## src/rtl/pix_in_defines.svh

```systemverilog
// Purpose: constants for the pixel input port, its checker and its bench
// Assumes: 16-bit pixel bus, 10-bit internal sample width
// Notes: mode codes, width codes and bus field positions
`ifndef PIX_IN_DEFINES_SVH
`define PIX_IN_DEFINES_SVH
`define MODE_SD 3'h0
`define MODE_HD_SDR 3'h1
`define MODE_HD_DDR 3'h2
`define MODE_ED54 3'h7
`define MODE_RESET 3'h0
`define SD_W8 2'h0
`define SD_W16 2'h1
`define SD_W10 2'h2
`define SD_W_RESET 2'h0
`define LUMA_EDGE_RISE 2'h0
`define LUMA_EDGE_RESET 2'h0
`define RED_MSB 4
`define RED_LSB 0
`define GRN_MSB 10
`define GRN_LSB 5
`define BLU_MSB 15
`define BLU_LSB 11
`define CLK_PERIOD_NS 25
`endif

```

## src/rtl/pix_in_pkg.sv

```systemverilog
// Purpose: shared types for the pixel input port
// Assumes: nothing beyond the defines header
// Notes: types only
package pix_in_pkg;
	typedef enum logic [2:0] {
		FMT_SD = 3'b001,
		FMT_HD = 3'b010,
		FMT_OFF = 3'b100
	} fmt_type;
	typedef enum logic [3:0] {
		COMP_GRN = 4'h0,
		COMP_BLU = 4'h1,
		COMP_RED = 4'h2,
		COMP_Y = 4'h3,
		COMP_PB = 4'h4,
		COMP_PR = 4'h5,
		COMP_CVBS = 4'h6,
		COMP_LUMA = 4'h7,
		COMP_CHROMA = 4'h8
	} comp_type;
endpackage

```

## src/rtl/pixel_input_port.sv

```systemverilog
// Purpose: pixel input capture for sd, ed/hd sdr/ddr and ed 54 mhz modes
// Assumes: sys_clk is a 40 MHz system clock; pixel_clock_in, bus and syncs are pins
// Notes: pixel clock is sampled as a level, edges found after synchronising
`timescale 1ns/10ps
`default_nettype none
`include "pix_in_defines.svh"
module pixel_input_port #(
	parameter int BUS_W = 16,
	parameter int SAMPLE_W = 10
) (
	input wire logic sys_clk,
	input wire logic rst,
	input wire logic pixel_clock_in,
	input wire logic [BUS_W-1:0] pixel_bus,
	input wire logic hsync_in,
	input wire logic vsync_in,
	input wire logic [2:0] input_mode,
	input wire logic [1:0] sd_width_sel,
	input wire logic sd_rgb_input_sel,
	input wire logic hd_ten_bit_sel,
	input wire logic [1:0] luma_edge_sel,
	input wire logic component_space_sel,
	input wire logic sd_composite_out_sel,
	input wire logic sd_y_c_swap,
	input wire logic sd_rgb_reverse,
	input wire logic hd_component_swap,
	output logic [SAMPLE_W-1:0] luma_q,
	output logic [SAMPLE_W-1:0] chroma_q,
	output logic [SAMPLE_W-1:0] red_q,
	output logic [SAMPLE_W-1:0] green_q,
	output logic [SAMPLE_W-1:0] blue_q,
	output logic luma_valid_q,
	output logic chroma_valid_q,
	output logic rgb_valid_q,
	output logic hsync_q,
	output logic vsync_q,
	output logic embedded_timing_q,
	output logic ext_sync_used_q,
	output logic [2:0] mode_q,
	output pix_in_pkg::comp_type dac1_q,
	output pix_in_pkg::comp_type dac2_q,
	output pix_in_pkg::comp_type dac3_q
);
	logic [BUS_W+2:0] pins_s;
	logic pclk_s, pclk_prev_q;
	logic rise, fall;
	logic [BUS_W-1:0] bus_s;
	logic hs_s, vs_s;
	logic phase_q;
	logic [BUS_W-1:0] bus_hold_q;
	pix_in_pkg::fmt_type fmt;
	logic sd_path;
	logic ddr_mode, ed54_mode, sdr_mode;
	logic sd16;
	logic ten_bit;
	logic luma_edge, chroma_edge;
	logic [SAMPLE_W-1:0] word8, word10, word;

	pin_sync #(.WIDTH(BUS_W + 3)) u_sync (
		.sys_clk(sys_clk),
		.rst(rst),
		.pin_in({pixel_clock_in, hsync_in, vsync_in, pixel_bus}),
		.pin_out(pins_s)
	);
	assign pclk_s = pins_s[BUS_W+2];
	assign hs_s = pins_s[BUS_W+1];
	assign vs_s = pins_s[BUS_W];
	assign bus_s = pins_s[BUS_W-1:0];

	// pixel clock edges seen as transitions of the synchronised level
	always_ff @(posedge sys_clk) begin
		if (rst) begin
			pclk_prev_q <= 1'b0;
		end else begin
			pclk_prev_q <= pclk_s;
		end
	end
	assign rise = pclk_s & ~pclk_prev_q;
	assign fall = ~pclk_s & pclk_prev_q;

	// mode register, taken straight from the configuration port
	always_ff @(posedge sys_clk) begin
		if (rst) begin
			mode_q <= `MODE_RESET;
		end else begin
			mode_q <= input_mode;
		end
	end

	always_comb begin
		fmt = pix_in_pkg::FMT_OFF;
		unique case (mode_q)
			`MODE_SD: fmt = pix_in_pkg::FMT_SD;
			`MODE_HD_SDR, `MODE_HD_DDR, `MODE_ED54: fmt = pix_in_pkg::FMT_HD;
			default: fmt = pix_in_pkg::FMT_OFF;
		endcase
	end
	assign sd_path = (fmt == pix_in_pkg::FMT_SD);
	assign sdr_mode = (mode_q == `MODE_HD_SDR);
	assign ddr_mode = (mode_q == `MODE_HD_DDR);
	assign ed54_mode = (mode_q == `MODE_ED54);
	assign sd16 = sd_path & (sd_rgb_input_sel | (sd_width_sel == `SD_W16));
	assign ten_bit = sd_path ? (sd_width_sel == `SD_W10) : hd_ten_bit_sel;
	assign luma_edge = (luma_edge_sel == `LUMA_EDGE_RISE) ? rise : fall;
	assign chroma_edge = (luma_edge_sel == `LUMA_EDGE_RISE) ? fall : rise;

	// unused low bits are masked out rather than passed through
	assign word8 = {bus_s[15:8], 2'h0};
	assign word10 = bus_s[15:6];
	assign word = ten_bit ? word10 : word8;

	// half-rate phase for 16-bit sd: a pixel spans two clocks
	always_ff @(posedge sys_clk) begin
		if (rst) begin
			phase_q <= 1'b0;
			bus_hold_q <= '0;
		end else if (sd16 && rise) begin
			phase_q <= ~phase_q;
			if (!phase_q) begin
				bus_hold_q <= bus_s;
			end
		end else if (!sd16) begin
			phase_q <= 1'b0;
		end
	end

	// luma / interleaved word capture
	always_ff @(posedge sys_clk) begin
		if (rst) begin
			luma_q <= '0;
			luma_valid_q <= 1'b0;
		end else begin
			luma_valid_q <= 1'b0;
			if (sd_path && !sd_rgb_input_sel) begin
				if (sd_width_sel == `SD_W16) begin
					if (rise && phase_q) begin
						luma_q <= {bus_hold_q[15:8], 2'h0};
						luma_valid_q <= 1'b1;
					end
				end else if (rise) begin
					luma_q <= word;
					luma_valid_q <= 1'b1;
				end
			end else if (sdr_mode && rise) begin
				luma_q <= {bus_s[15:8], 2'h0};
				luma_valid_q <= 1'b1;
			end else if (ddr_mode && luma_edge) begin
				luma_q <= word;
				luma_valid_q <= 1'b1;
			end else if (ed54_mode && rise) begin
				luma_q <= word;
				luma_valid_q <= 1'b1;
			end
		end
	end

	// chroma capture; sd 8/10 and 54 MHz carry chroma interleaved in the luma word
	always_ff @(posedge sys_clk) begin
		if (rst) begin
			chroma_q <= '0;
			chroma_valid_q <= 1'b0;
		end else begin
			chroma_valid_q <= 1'b0;
			if (sd_path && !sd_rgb_input_sel && sd_width_sel == `SD_W16) begin
				if (rise && phase_q) begin
					chroma_q <= {bus_hold_q[7:0], 2'h0};
					chroma_valid_q <= 1'b1;
				end
			end else if (sdr_mode && rise) begin
				chroma_q <= {bus_s[7:0], 2'h0};
				chroma_valid_q <= 1'b1;
			end else if (ddr_mode && chroma_edge) begin
				chroma_q <= word;
				chroma_valid_q <= 1'b1;
			end
		end
	end

	// rgb 4:4:4 capture, msb-aligned into the sample width
	always_ff @(posedge sys_clk) begin
		if (rst) begin
			red_q <= '0;
			green_q <= '0;
			blue_q <= '0;
			rgb_valid_q <= 1'b0;
		end else begin
			rgb_valid_q <= 1'b0;
			if (sd_path && sd_rgb_input_sel && rise && phase_q) begin
				red_q <= {bus_hold_q[`RED_MSB:`RED_LSB], 5'h00};
				green_q <= {bus_hold_q[`GRN_MSB:`GRN_LSB], 4'h0};
				blue_q <= {bus_hold_q[`BLU_MSB:`BLU_LSB], 5'h00};
				rgb_valid_q <= 1'b1;
			end
		end
	end

	// timing source: embedded codes or external syncs per mode
	always_ff @(posedge sys_clk) begin
		if (rst) begin
			embedded_timing_q <= 1'b0;
			ext_sync_used_q <= 1'b1;
			hsync_q <= 1'b0;
			vsync_q <= 1'b0;
		end else begin
			embedded_timing_q <= (sd_path && !sd16)
				|| sdr_mode || ddr_mode
				|| ed54_mode;
			// 54 MHz mode takes embedded codes only; syncs are dropped
			ext_sync_used_q <= !ed54_mode && (fmt != pix_in_pkg::FMT_OFF);
			hsync_q <= ed54_mode ? 1'b0 : hs_s;
			vsync_q <= ed54_mode ? 1'b0 : vs_s;
		end
	end

	dac_router u_dac (
		.sys_clk(sys_clk),
		.rst(rst),
		.sd_path(sd_path),
		.component_space_sel(component_space_sel),
		.sd_composite_out_sel(sd_composite_out_sel),
		.sd_y_c_swap(sd_y_c_swap),
		.sd_rgb_reverse(sd_rgb_reverse),
		.hd_component_swap(hd_component_swap),
		.dac1_q(dac1_q),
		.dac2_q(dac2_q),
		.dac3_q(dac3_q)
	);
endmodule
`default_nettype wire

```

## src/rtl/pin_sync.sv

```systemverilog
// Purpose: two flip-flop synchroniser for a group of pins
// Assumes: inputs asynchronous to sys_clk
// Notes: first stage read only by the second
`timescale 1ns/10ps
`default_nettype none
module pin_sync #(
	parameter int WIDTH = 1
) (
	input wire logic sys_clk,
	input wire logic rst,
	input wire logic [WIDTH-1:0] pin_in,
	output logic [WIDTH-1:0] pin_out
);
	logic [WIDTH-1:0] meta_q;
	always_ff @(posedge sys_clk) begin
		if (rst) begin
			meta_q <= '0;
			pin_out <= '0;
		end else begin
			meta_q <= pin_in;
			pin_out <= meta_q;
		end
	end
endmodule
`default_nettype wire

```

## src/rtl/dac_router.sv

```systemverilog
// Purpose: map output component codes onto the three dacs
// Assumes: selects already stable on sys_clk
// Notes: registered, one cycle latency
`timescale 1ns/10ps
`default_nettype none
module dac_router (
	input wire logic sys_clk,
	input wire logic rst,
	input wire logic sd_path,
	input wire logic component_space_sel,
	input wire logic sd_composite_out_sel,
	input wire logic sd_y_c_swap,
	input wire logic sd_rgb_reverse,
	input wire logic hd_component_swap,
	output pix_in_pkg::comp_type dac1_q,
	output pix_in_pkg::comp_type dac2_q,
	output pix_in_pkg::comp_type dac3_q
);
	pix_in_pkg::comp_type d1_d, d2_d, d3_d;
	always_comb begin
		d1_d = pix_in_pkg::COMP_GRN;
		d2_d = pix_in_pkg::COMP_BLU;
		d3_d = pix_in_pkg::COMP_RED;
		if (sd_path) begin
			if (!component_space_sel) begin
				// reversal swaps red and blue; green stays on dac 1
				if (sd_rgb_reverse) begin
					d2_d = pix_in_pkg::COMP_RED;
					d3_d = pix_in_pkg::COMP_BLU;
				end
			end else if (!sd_composite_out_sel) begin
				d1_d = pix_in_pkg::COMP_Y;
				d2_d = pix_in_pkg::COMP_PB;
				d3_d = pix_in_pkg::COMP_PR;
			end else begin
				d1_d = pix_in_pkg::COMP_CVBS;
				d2_d = sd_y_c_swap ? pix_in_pkg::COMP_CHROMA : pix_in_pkg::COMP_LUMA;
				d3_d = sd_y_c_swap ? pix_in_pkg::COMP_LUMA : pix_in_pkg::COMP_CHROMA;
			end
		end else begin
			if (component_space_sel) begin
				d1_d = pix_in_pkg::COMP_Y;
				d2_d = hd_component_swap ? pix_in_pkg::COMP_PR : pix_in_pkg::COMP_PB;
				d3_d = hd_component_swap ? pix_in_pkg::COMP_PB : pix_in_pkg::COMP_PR;
			end else begin
				d2_d = hd_component_swap ? pix_in_pkg::COMP_RED : pix_in_pkg::COMP_BLU;
				d3_d = hd_component_swap ? pix_in_pkg::COMP_BLU : pix_in_pkg::COMP_RED;
			end
		end
	end
	always_ff @(posedge sys_clk) begin
		if (rst) begin
			dac1_q <= pix_in_pkg::COMP_GRN;
			dac2_q <= pix_in_pkg::COMP_BLU;
			dac3_q <= pix_in_pkg::COMP_RED;
		end else begin
			dac1_q <= d1_d;
			dac2_q <= d2_d;
			dac3_q <= d3_d;
		end
	end
endmodule
`default_nettype wire

```

## config.mk

```make
export PLATFORM = sky130hd
export DESIGN_NAME = pixel_input_port
export DESIGN_NICKNAME = d
export VERILOG_FILES = /design/src/rtl/pix_in_pkg.sv /design/src/rtl/pixel_input_port.sv /design/src/rtl/pin_sync.sv /design/src/rtl/dac_router.sv
export VERILOG_INCLUDE_DIRS = /design/src /design/src/rtl
export SDC_FILE = /design/constraint.sdc
export NUM_CORES = 1
export LEC_CHECK = 0
export BUFFER_PORTS_ARGS = -buffer_cell sky130_fd_sc_hd__buf_2
export CAP_MARGIN = 10
export CORE_MARGIN = 4
export CORE_UTILIZATION = 40
export DETAILED_ROUTE_END_ITERATION = 10
export GPL_TIMING_DRIVEN = 0
export PLACE_DENSITY = 0.65
export SLEW_MARGIN = 10
export SYNTH_ARGS = -nofsm -noshare
export SYNTH_HDL_FRONTEND = slang
export SYNTH_SLANG_ARGS = --single-unit
```

## constraint.sdc

```tcl
create_clock -name sys_clk -period 1.7 [get_ports sys_clk]
set_input_delay 0.34 -clock sys_clk [delete_from_list [all_inputs] [get_ports sys_clk]]
set_output_delay 0.34 -clock sys_clk [all_outputs]
set_load 0.05 [all_outputs]
```

# --- After elaboration in Yosys (flattened, before gate mapping) ---
# Index checks and enable logic that the tools add are counted.
word_totals:
  word_cells: 116
  inputBits: 35
  register_bits: 114
  out_inout_bits: 72
classes:
  mux: 49
  n_bitwise: 7
  eq_ne: 11
  n_reduce_logical: 28
op_table:
  columns: ["op", "n"]
  rows:
  - ["2-to-1 mux 10 bit", 11]
  - ["2-to-1 mux 4 bit", 12]
  - ["2-to-1 mux 1 bit", 18]
  - ["logical AND 1 bit", 13]
  - ["2-to-1 mux 2 bit", 6]
  - ["== test 3 x 1 -> 1 bit (second input constant)", 2]
  - ["inequality test 3 bit (second input constant)", 2]
  - ["one-hot mux 3 bit (2 select lines)", 1]
  - ["AND reduction 2 bit", 2]
  - ["nonzero test 4 bit", 1]
  - ["bitwise AND 1 bit", 3]
  - ["== test 3 x 2 -> 1 bit (second input constant)", 1]
  - ["== test 3 bit (second input constant)", 1]
  - ["zero test 1 bit", 3]
  - ["zero test 3 bit", 1]
  - ["logical OR 1 bit", 3]
  - ["2-to-1 mux 3 bit", 1]
  - ["inequality test 3 x 2 -> 1 bit (second input constant)", 1]
  - ["NOT 1 bit", 3]
  - ["AND reduction 3 bit", 1]
  - ["nonzero test 3 bit", 1]
  - ["OR reduction 3 bit", 1]
  - ["== test 2 x 1 -> 1 bit (second input constant)", 1]
  - ["== test 2 bit (second input constant)", 1]
  - ["5 further kinds", 5]

# --- Logic depth before layout (Yosys ltp) ---
# Gate-level depths: netlist of the first run.
logic_depth:
  ltp_word: 10
  ltp_mapped: 7

# --- Cells and area by module ---
# From an unflattened synthesis of the first run, not the netlist that was laid out.
hier_totals:
  cells_unflattened: 440
  area_unflattened_um2: 4533.1
by_module_without_submodules:
  columns: ["mod", "instances", "area_each_um2", "cells_each", "seq_area_each_um2"]
  rows:
  - ["pixel_input_port", 1, 2911.5, 321, 1281.2]
  - ["pin_sync", 1, 1212.4, 80, 760.7]
  - ["dac_router", 1, 409.1, 39, 220.2]

# --- Least setup slack after synthesis of the first run ---
# No wires, ideal clock.
synth_timing:
  path_type: "register to register"
  start: "register mode_q[1]"
  end: "register luma_q[7]"
  n_path_buf: 1
  t_arrival_ns: 2.040
  setup_ns: 0.091
  stages_incl_launch_ff: 6
  synth_period_minus_slack_ns: 2.131
  slack_ns: -0.431
  path_cell_list: "dfxtp_1 or3b_2 o211ai_2 buf_2 a21oi_1 a311oi_1"
synth_between:
  elab_chain_len: 7
synth_lines:
  columns: ["element", "line_no", "rtl"]
  rows:
  - ["start: declaration", "pixel_input_port.sv:39", "output logic [2:0] mode_q,"]
  - ["start signal: assignment", "pixel_input_port.sv:84", "mode_q <= `MODE_RESET;"]
  - ["start signal: assignment", "pixel_input_port.sv:86", "mode_q <= input_mode;"]
  - ["== test 3 x 2 -> 1 bit, or another cell as far along", "pixel_input_port.sv:92", "unique case (mode_q)"]
  - ["OR reduction 3 bit", "pixel_input_port.sv:92", null]
  - ["one-hot mux 3 bit (2 select lines)", "pixel_input_port.sv:92", null]
  - ["== test 3 x 1 -> 1 bit", "pixel_input_port.sv:98", "assign sd_path = (fmt == pix_in_pkg::FMT_SD);"]
  - ["logical AND 1 bit", "pixel_input_port.sv:134", "if (sd_path && !sd_rgb_input_sel) begin"]
  - ["inequality test 3 x 2 -> 1 bit (no line), or another cell as far along", null, null]
  - ["AND reduction 3 bit (no line)", null, null]
  - ["end signal: assignment", "pixel_input_port.sv:137", "luma_q <= {bus_hold_q[15:8], 2'h0};"]
  - ["end signal: assignment", "pixel_input_port.sv:141", "luma_q <= word;"]
  - ["end signal: assignment", "pixel_input_port.sv:145", "luma_q <= {bus_s[15:8], 2'h0};"]
  - ["end: declaration", "pixel_input_port.sv:27", "output logic [SAMPLE_W-1:0] luma_q,"]
# Several ways; a longest one is shown, not always the timed one.
# A chain may end at the register's enable or synchronous reset.

# --- Worst setup path in the final report of the first run ---
layout_timing:
  start: "register mode_q[2]"
  end: "register chroma_q[7]"
layout_between:
  elab_chain_len: 8
layout_lines:
  columns: ["element", "line_no", "rtl"]
  rows:
  - ["== test 3 x 2 -> 1 bit, or another cell as far along", "pixel_input_port.sv:92", null]
  - ["OR reduction 3 bit", "pixel_input_port.sv:92", null]
  - ["one-hot mux 3 bit (2 select lines)", "pixel_input_port.sv:92", null]
  - ["== test 3 x 1 -> 1 bit", "pixel_input_port.sv:98", null]
  - ["logical AND 1 bit", "pixel_input_port.sv:164", "if (sd_path && !sd_rgb_input_sel && sd_width_sel == `SD_W16) begin"]
  - ["logical AND 1 bit (no line)", null, null]
  - ["inequality test 2 bit (no line) / nonzero test 3 bit (equally long branches)", null, null]
  - ["AND reduction 2 bit (no line)", null, null]
  - ["end signal: assignment", "pixel_input_port.sv:166", "chroma_q <= {bus_hold_q[7:0], 2'h0};"]
  - ["end signal: assignment", "pixel_input_port.sv:170", "chroma_q <= {bus_s[7:0], 2'h0};"]
  - ["end signal: assignment", "pixel_input_port.sv:173", "chroma_q <= word;"]
  - ["end: declaration", "pixel_input_port.sv:28", "output logic [SAMPLE_W-1:0] chroma_q,"]
# Several ways; a longest one is shown, not always the timed one.

==> results.toml, run 1 <==
[drt]
dr.pass1.iters = 7
drc = 0
drtAntennaViolNets = 0
route.detailed.vias_per_inst = 4.64
detailroute.via_count = 3330
first_iter_violations = 265
wl_per_cell_microns = 14.1
postRouteWirelength_mm = 10.1

[yosys]
ys_seq_area_frac = 0.536
ys.warnings.count = 0
synth-edff-count = 0
post_synth_inst_count = 431
ys_ff_latch = 113
postSynthAreaPerCell_sq_um = 9.78
postSynth.topFlopCell = "sky130_fd_sc_hd__dfxtp_1"
synth-async-reset-ratio = 0
syn-cell-area_sq_mm = 0.00422
synth_cell_type_count = 40

[floorplanning]
die_area_sq_mm = 0.0122
fp.dieW_microns = 111
top_level_ports = 107
start_util = 0.410
fp.dieH_microns = 111
placement_rows = 37
floorplan.core_area_sq_mm = 0.0103

[worst_setup_path]
worstSetupEndpointType = "flop"
path_cells = "or3_4, nor3b_4, buf_6, buf_6, a31oi_1, a221o_1, mux2i_1"
path_max_fanout = 6
cp_max_delay_cell = "sky130_fd_sc_hd__or3_4"
timing.critical_path.required_ns = 2.14
worstSetupStartpointType = "flop"
reg2reg_setup_slack_ns = -0.11
crit_path_dat_ns = 2.25
r2r_start = "mode_q[2]$_SDFF_PP0_"
worst_path_largest_cell_delay_ns = 0.42
worstReg2RegEnd = "chroma_q[7]$_SDFFE_PP0P_"
worstSetupPathType = "flop to flop"
timing.reg2reg.worst_path_depth = 7
cp_common_cell = "sky130_fd_sc_hd__buf_6"

[layout]
layout.nets = 606
drive_gt1_frac = 0.317
area.growth.synth_to_final_pct = 36.9
highest_count_cells_in_the_layout_ignoring_fill_and_taps = "109 x sky130_fd_sc_hd__dfxtp_1, 92 x sky130_fd_sc_hd__buf_2, 47 x sky130_fd_sc_hd__nand2_1"
antenna_cells_inserted = 0
layout.filler_cells = 943
mostFrequentLayoutCell = "sky130_fd_sc_hd__dfxtp_1"
post_route_design_area_sq_mm = 0.00577

[global_route]
largest_net_degree_at_the_start_of_global_routing = 17
grt_util_all_layers = 0.172
grt.overflow.total = 0
grt_pass1_vias = 3395
antenna_violations_before_repair = 0
global_route_wire_length_before_repair_mm = 16.7

[placed_design]
preCtsSetupSlack_ns = -0.379
finalWeightedCongestion = 0.835
portBuffers = 90
placement.cell_area_sq_mm = 0.00493
half_perimeter_wire_length_of_the_detailed_placement_result_mm = 7.16

[timing]
worst_slack_ns = -0.113
post-route-min-period_ns = 1.81
slew_violations = 0
rsz0062_at_grt = "yes"
skew_ns = 0.00637
worst_pin_slew_ns = 0.549
final_setup_violating_endpoints = 28
hold_violations = 0
timing.final.crit_share = 1.07
timing.fmax_mhz = 552
holdWs_ns = 0.0400
max_slew_margin = 0.634

[worst_hold_path]
min_delay_path_depth = 2
worst_case_hold_path_end_point = "u_sync.meta_q[7]$_SDFF_PP0_"
worst_hold_path_type = "input pin to flop"
hold_path.startpoint = "pixel_bus[7]"

[clock_network]
clock_insertion_delay_worst_skew_ns = 0.50
total_of_hold_buffers_inserted_after_clock_tree_synthesis = 0
cts_tree = "built"
clock_tree.buffer_depth = 2
clock-sinks = 113
cts_buf_count = 17
clockRootBuffer = "sky130_fd_sc_hd__clkbuf_8"
number_of_levels_in_the_clock_h_tree = 4
path_clk_slew_ns = 0.05

[power_and_ir_drop]
total_power_mw = 6.95
worst_ir_drop_vdd_v = 0.000551
p_leak_nw = 2.57
cellPowerDensity_mw_per_mm2 = 1200

[run_status]
status = "complete, but fails checks"
violations_in_the_final_reports = "setup timing"

[run]
cap_viol_max_count = 0
[worst max-delay path: cells and delay by family, from the launching register on]
family | cells | cell delay (ns)
and+or+nand+nor | 2 | 0.61
AOI/OAI and AO/OA | 2 | 0.37
DFF | 1 | 0.36
buffers and inverters | 2 | 0.28
muxes | 1 | 0.13
[timing repair]
item | 4_1_cts | 5_1_grt
buffers inserted | 13 | 3
resized for setup | 24 | 23
hold endpoints to repair | 0 | 0
setup endpoints to repair | 48 | 48
pin swaps | 15 | 11
cloned | 3 | 0
[worst max-delay path by stage]
stage,from,to,slack [ns]
CTS,mode_q[2]$_SDFF_PP0_,chroma_q[7]$_SDFFE_PP0P_,-0.12
global route,mode_q[1]$_SDFF_PP0_,chroma_q[7]$_SDFFE_PP0P_,-0.19
global placement,mode_q[1]$_SDFF_PP0_,chroma_q[0]$_SDFFE_PP0P_,-0.33
finish,mode_q[2]$_SDFF_PP0_,chroma_q[7]$_SDFFE_PP0P_,-0.11
detailed placement,u_sync.pin_out[18]$_SDFF_PP0_,luma_q[8]$_SDFFE_PP0P_,-0.38
floorplan,mode_q[1]$_SDFF_PP0_,chroma_q[0]$_SDFFE_PP0P_,-0.23
[final cells by class]
type / instances / area [sq um] / share of cell area
buffer: 39 / 262 / 0.0453
clock buffer: 27 / 532 / 0.0922
clock inverter: 4 / 70.1 / 0.0121
inverter: 12 / 45.0 / 0.00781
multi-input combinational: 279 / 1820 / 0.315
sequential: 113 / 2270 / 0.394
tap: 136 / 170 / 0.0295
timing repair buffer: 107 / 604 / 0.105
[layer usage]
metal | vias to the layer above | track usage | wire length, microns
met3 | 12 | 0.0584 | 569
met1 | 1491 | 0.218 | 4600
met5 | - | 0 | 0
li1 | 1708 | - | -
met2 | 119 | 0.266 | 4830
met4 | 0 | 0.0722 | 134
[cell families after synthesis]
kind of cell / synth area share
flip-flops: 0.536
other: 0.000889
AO/OA/AOI/OAI: 0.103
adder cells (fa/ha/maj): 0.00593
XOR/XNOR: 0.00208
buffers and inverters: 0.0677
multiplexers: 0.0902
AND/OR/NAND/NOR: 0.193
[synth_stat cells (all sizes together) (2+ instances only)]
cell type | number | area, sq um
ha | 2 | 25.0
nand2b | 15 | 93.8
or3b | 2 | 17.5
nand2 | 50 | 195
o21ai | 3 | 15.0
clkbuf | 21 | 78.8
dfxtp | 113 | 2260
nor2 | 29 | 109
nor2b | 45 | 282
a221o | 8 | 80.1
inv | 12 | 45.0
nor3 | 3 | 20.0
mux2i | 38 | 380
and2 | 3 | 18.8
nand4 | 2 | 12.5
a21oi | 29 | 145
a311oi | 8 | 70.1
buf | 21 | 161
a31oi | 10 | 62.6
a211o | 2 | 17.5
[sequential cells by signal, summed over array words and instances (netlist names), 5 cells and up]
register,flops
u_sync.pin_out,19
red_q,5
chroma_q,10
blue_q,5
u_sync.meta_q,19
luma_q,10
green_q,6
bus_hold_q,16
[where the power goes]
part	internal [mW]	switching, mW
clock network	2.38	1.10
logic	0.237	0.446
registers	2.74	0.0445
total	5.36	1.59
[through the flow]
| stage | TNS (ns) | utilization | cells |
|---|---|---|---|
| after floorplan | -4.78 | - | 445 |
| after global placement | -11.35 | 0.480 | 671 |
| after detailed placement | -12.56 | 0.480 | 671 |
| after CTS | -1.34 | 0.556 | 715 |
| after global routing | -3.75 | 0.561 | 717 |
| final | -1.63 | 0.561 | 717 |
(Power assumes the default switching activity.)
==> run 2: changes to the inputs <==
- RECOVER_POWER: default -> 25
==> results.toml, run 2 (same netlist as run 1, synthesis figures left out) <==
[run_status]
status = "complete, but fails checks"
violations_in_the_final_reports = "setup timing"

[layout]
drive_gt1_frac = 0.315
ff_latch_area_sq_mm = 0.00227
area.growth.synth_to_final_pct = 36.8
mostFrequentLayoutCell = "sky130_fd_sc_hd__dfxtp_1"
antenna_cells_inserted = 0
area_of_the_multi_input_gates_sq_mm = 0.00182
highest_count_cells_in_the_layout_ignoring_fill_and_taps = "109 x sky130_fd_sc_hd__dfxtp_1, 91 x sky130_fd_sc_hd__buf_2, 47 x sky130_fd_sc_hd__nand2_1"
layout.nets = 606
fin_util = 0.561
biggestRegsByFlops = "u_sync.meta_q (19), u_sync.pin_out (19), bus_hold_q (16)"
layout.filler_cells = 944

[power_and_ir_drop]
cellPowerDensity_mw_per_mm2 = 1210
worst_ir_drop_vdd_v = 0.000553
p_leak_nw = 2.57
total_power_mw = 6.96

[worst_setup_path]
worst_path_largest_cell_delay_ns = 0.42
path_cells = "or3_4, nor3b_4, buf_6, buf_4, a31oi_1, a221o_1, mux2i_1"
worstSetupEndpointType = "flop"
timing.critical_path.required_ns = 2.14
worstSetupStartpointType = "flop"
cp.buffers_inverters = 2
crit_path_dat_ns = 2.26
cp_max_delay_cell = "sky130_fd_sc_hd__or3_4"
path_max_fanout = 6
worstSetupPathType = "flop to flop"
critical-path-top-delay-family = "simple AND/OR/NAND/NOR gates"

[floorplanning]
top_level_ports = 107
fp.dieW_microns = 111
placement_rows = 37
die_area_sq_mm = 0.0122
floorplan.core_area_sq_mm = 0.0103
fp.dieH_microns = 111
start_util = 0.410

[drt]
route.detailed.vias_per_inst = 4.64
drtAntennaViolNets = 0
dr.pass1.iters = 5
drc = 0
wl_per_cell_microns = 14.1
detailroute.via_count = 3329
postRouteWirelength_mm = 10.1
first_iter_violations = 258

[clock_network]
path_clk_slew_ns = 0.05
cts_buf_count = 17
clockRootBuffer = "sky130_fd_sc_hd__clkbuf_8"
clock_tree.buffer_depth = 2
total_of_hold_buffers_inserted_after_clock_tree_synthesis = 0
clock_insertion_delay_worst_skew_ns = 0.51
clock-sinks = 113
number_of_levels_in_the_clock_h_tree = 4
cts_tree = "built"

[timing]
skew_ns = 0.00573
post-route-min-period_ns = 1.82
rsz0062_at_grt = "yes"
max_slew_margin = 0.633
timing.final.crit_share = 1.07
slew_violations = 0
worst_slack_ns = -0.118
worst_pin_slew_ns = 0.550
final_setup_violating_endpoints = 28
hold_violations = 0
timing.fmax_mhz = 550
holdWs_ns = 0.0344

[placed_design]
finalWeightedCongestion = 0.835
portBuffers = 90
half_perimeter_wire_length_of_the_detailed_placement_result_mm = 7.16

[run]
cap_viol_max_count = 0

[worst_hold_path]
worst_hold_path_type = "input pin to flop"

[global_route]
grt_pass1_vias = 3395
grt.overflow.total = 0
grt_util_all_layers = 0.172
global_route_wire_length_before_repair_mm = 16.7
antenna_violations_before_repair = 0
largest_net_degree_at_the_start_of_global_routing = 17
[run 2: per-stage QoR]
stage                     area, sq um  setup WS, ns  TNS, ns  instances
final                            5770        -0.118    -1.65        717
after global routing             5770        -0.187    -3.75        717
after CTS                        5710        -0.117    -1.34        715
after detailed placement         4930        -0.379   -12.56        671
after global placement           4930        -0.325   -11.35        671
after floorplan                  4310        -0.228    -4.78        445
[run 2: final cells by class]
type                    instances  share of cell area
well taps                     136              0.0295
plain buffers                  39              0.0453
flip-flops and latches        113               0.394
repair buffers                107               0.105
clock inverters                 4              0.0121
clock buffers                  27              0.0922
multi-input cells             279               0.315
inverters                      12             0.00781
[run 2: worst paths after layout]
kind / from / end / slack [ns] / cells after the start
worst min register to register: u_sync.pin_out[17]$_SDFF_PP0_ / hsync_q$_SDFF_PP0_ / 0.43 / 1
worst max register to register: mode_q[2]$_SDFF_PP0_ / chroma_q[4]$_SDFFE_PP0P_ / -0.12 / 7
worst min-delay path: pixel_bus[7] / u_sync.meta_q[7]$_SDFF_PP0_ / 0.03 / 2
worst max-delay path: mode_q[2]$_SDFF_PP0_ / chroma_q[4]$_SDFFE_PP0P_ / -0.12 / 7
[run 2: repair_timing]
| action | CTS | global route |
|---|---|---|
| resized for setup | 24 | 23 |
| hold endpoints to repair | 0 | 0 |
| pin swaps | 15 | 11 |
| cloned | 3 | 0 |
| buffers inserted | 13 | 3 |
| endpoints found under the setup margin | 48 | 48 |
[run 2: report_power, final]
| part | total (mW) | leakage, nW | switching [mW] | internal, mW |
|---|---|---|---|---|
| Combinational | 0.682 | 1.34 | 0.446 | 0.236 |
| Sequential | 2.78 | 0.926 | 0.0444 | 2.74 |
| Clock | 3.49 | 0.300 | 1.11 | 2.38 |
| Total | 6.96 | 2.57 | 1.60 | 5.36 |
[run 2: metal layers]
| layer | track usage | up-vias | share of wire |
|---|---|---|---|
| li1 | - | 1710 | - |
| met1 | 0.218 | 1494 | 0.46 |
| met2 | 0.266 | 110 | 0.47 |
| met3 | 0.0584 | 15 | 0.055 |
| met4 | 0.0722 | 0 | 0.015 |
| met5 | 0 | - | 0 |
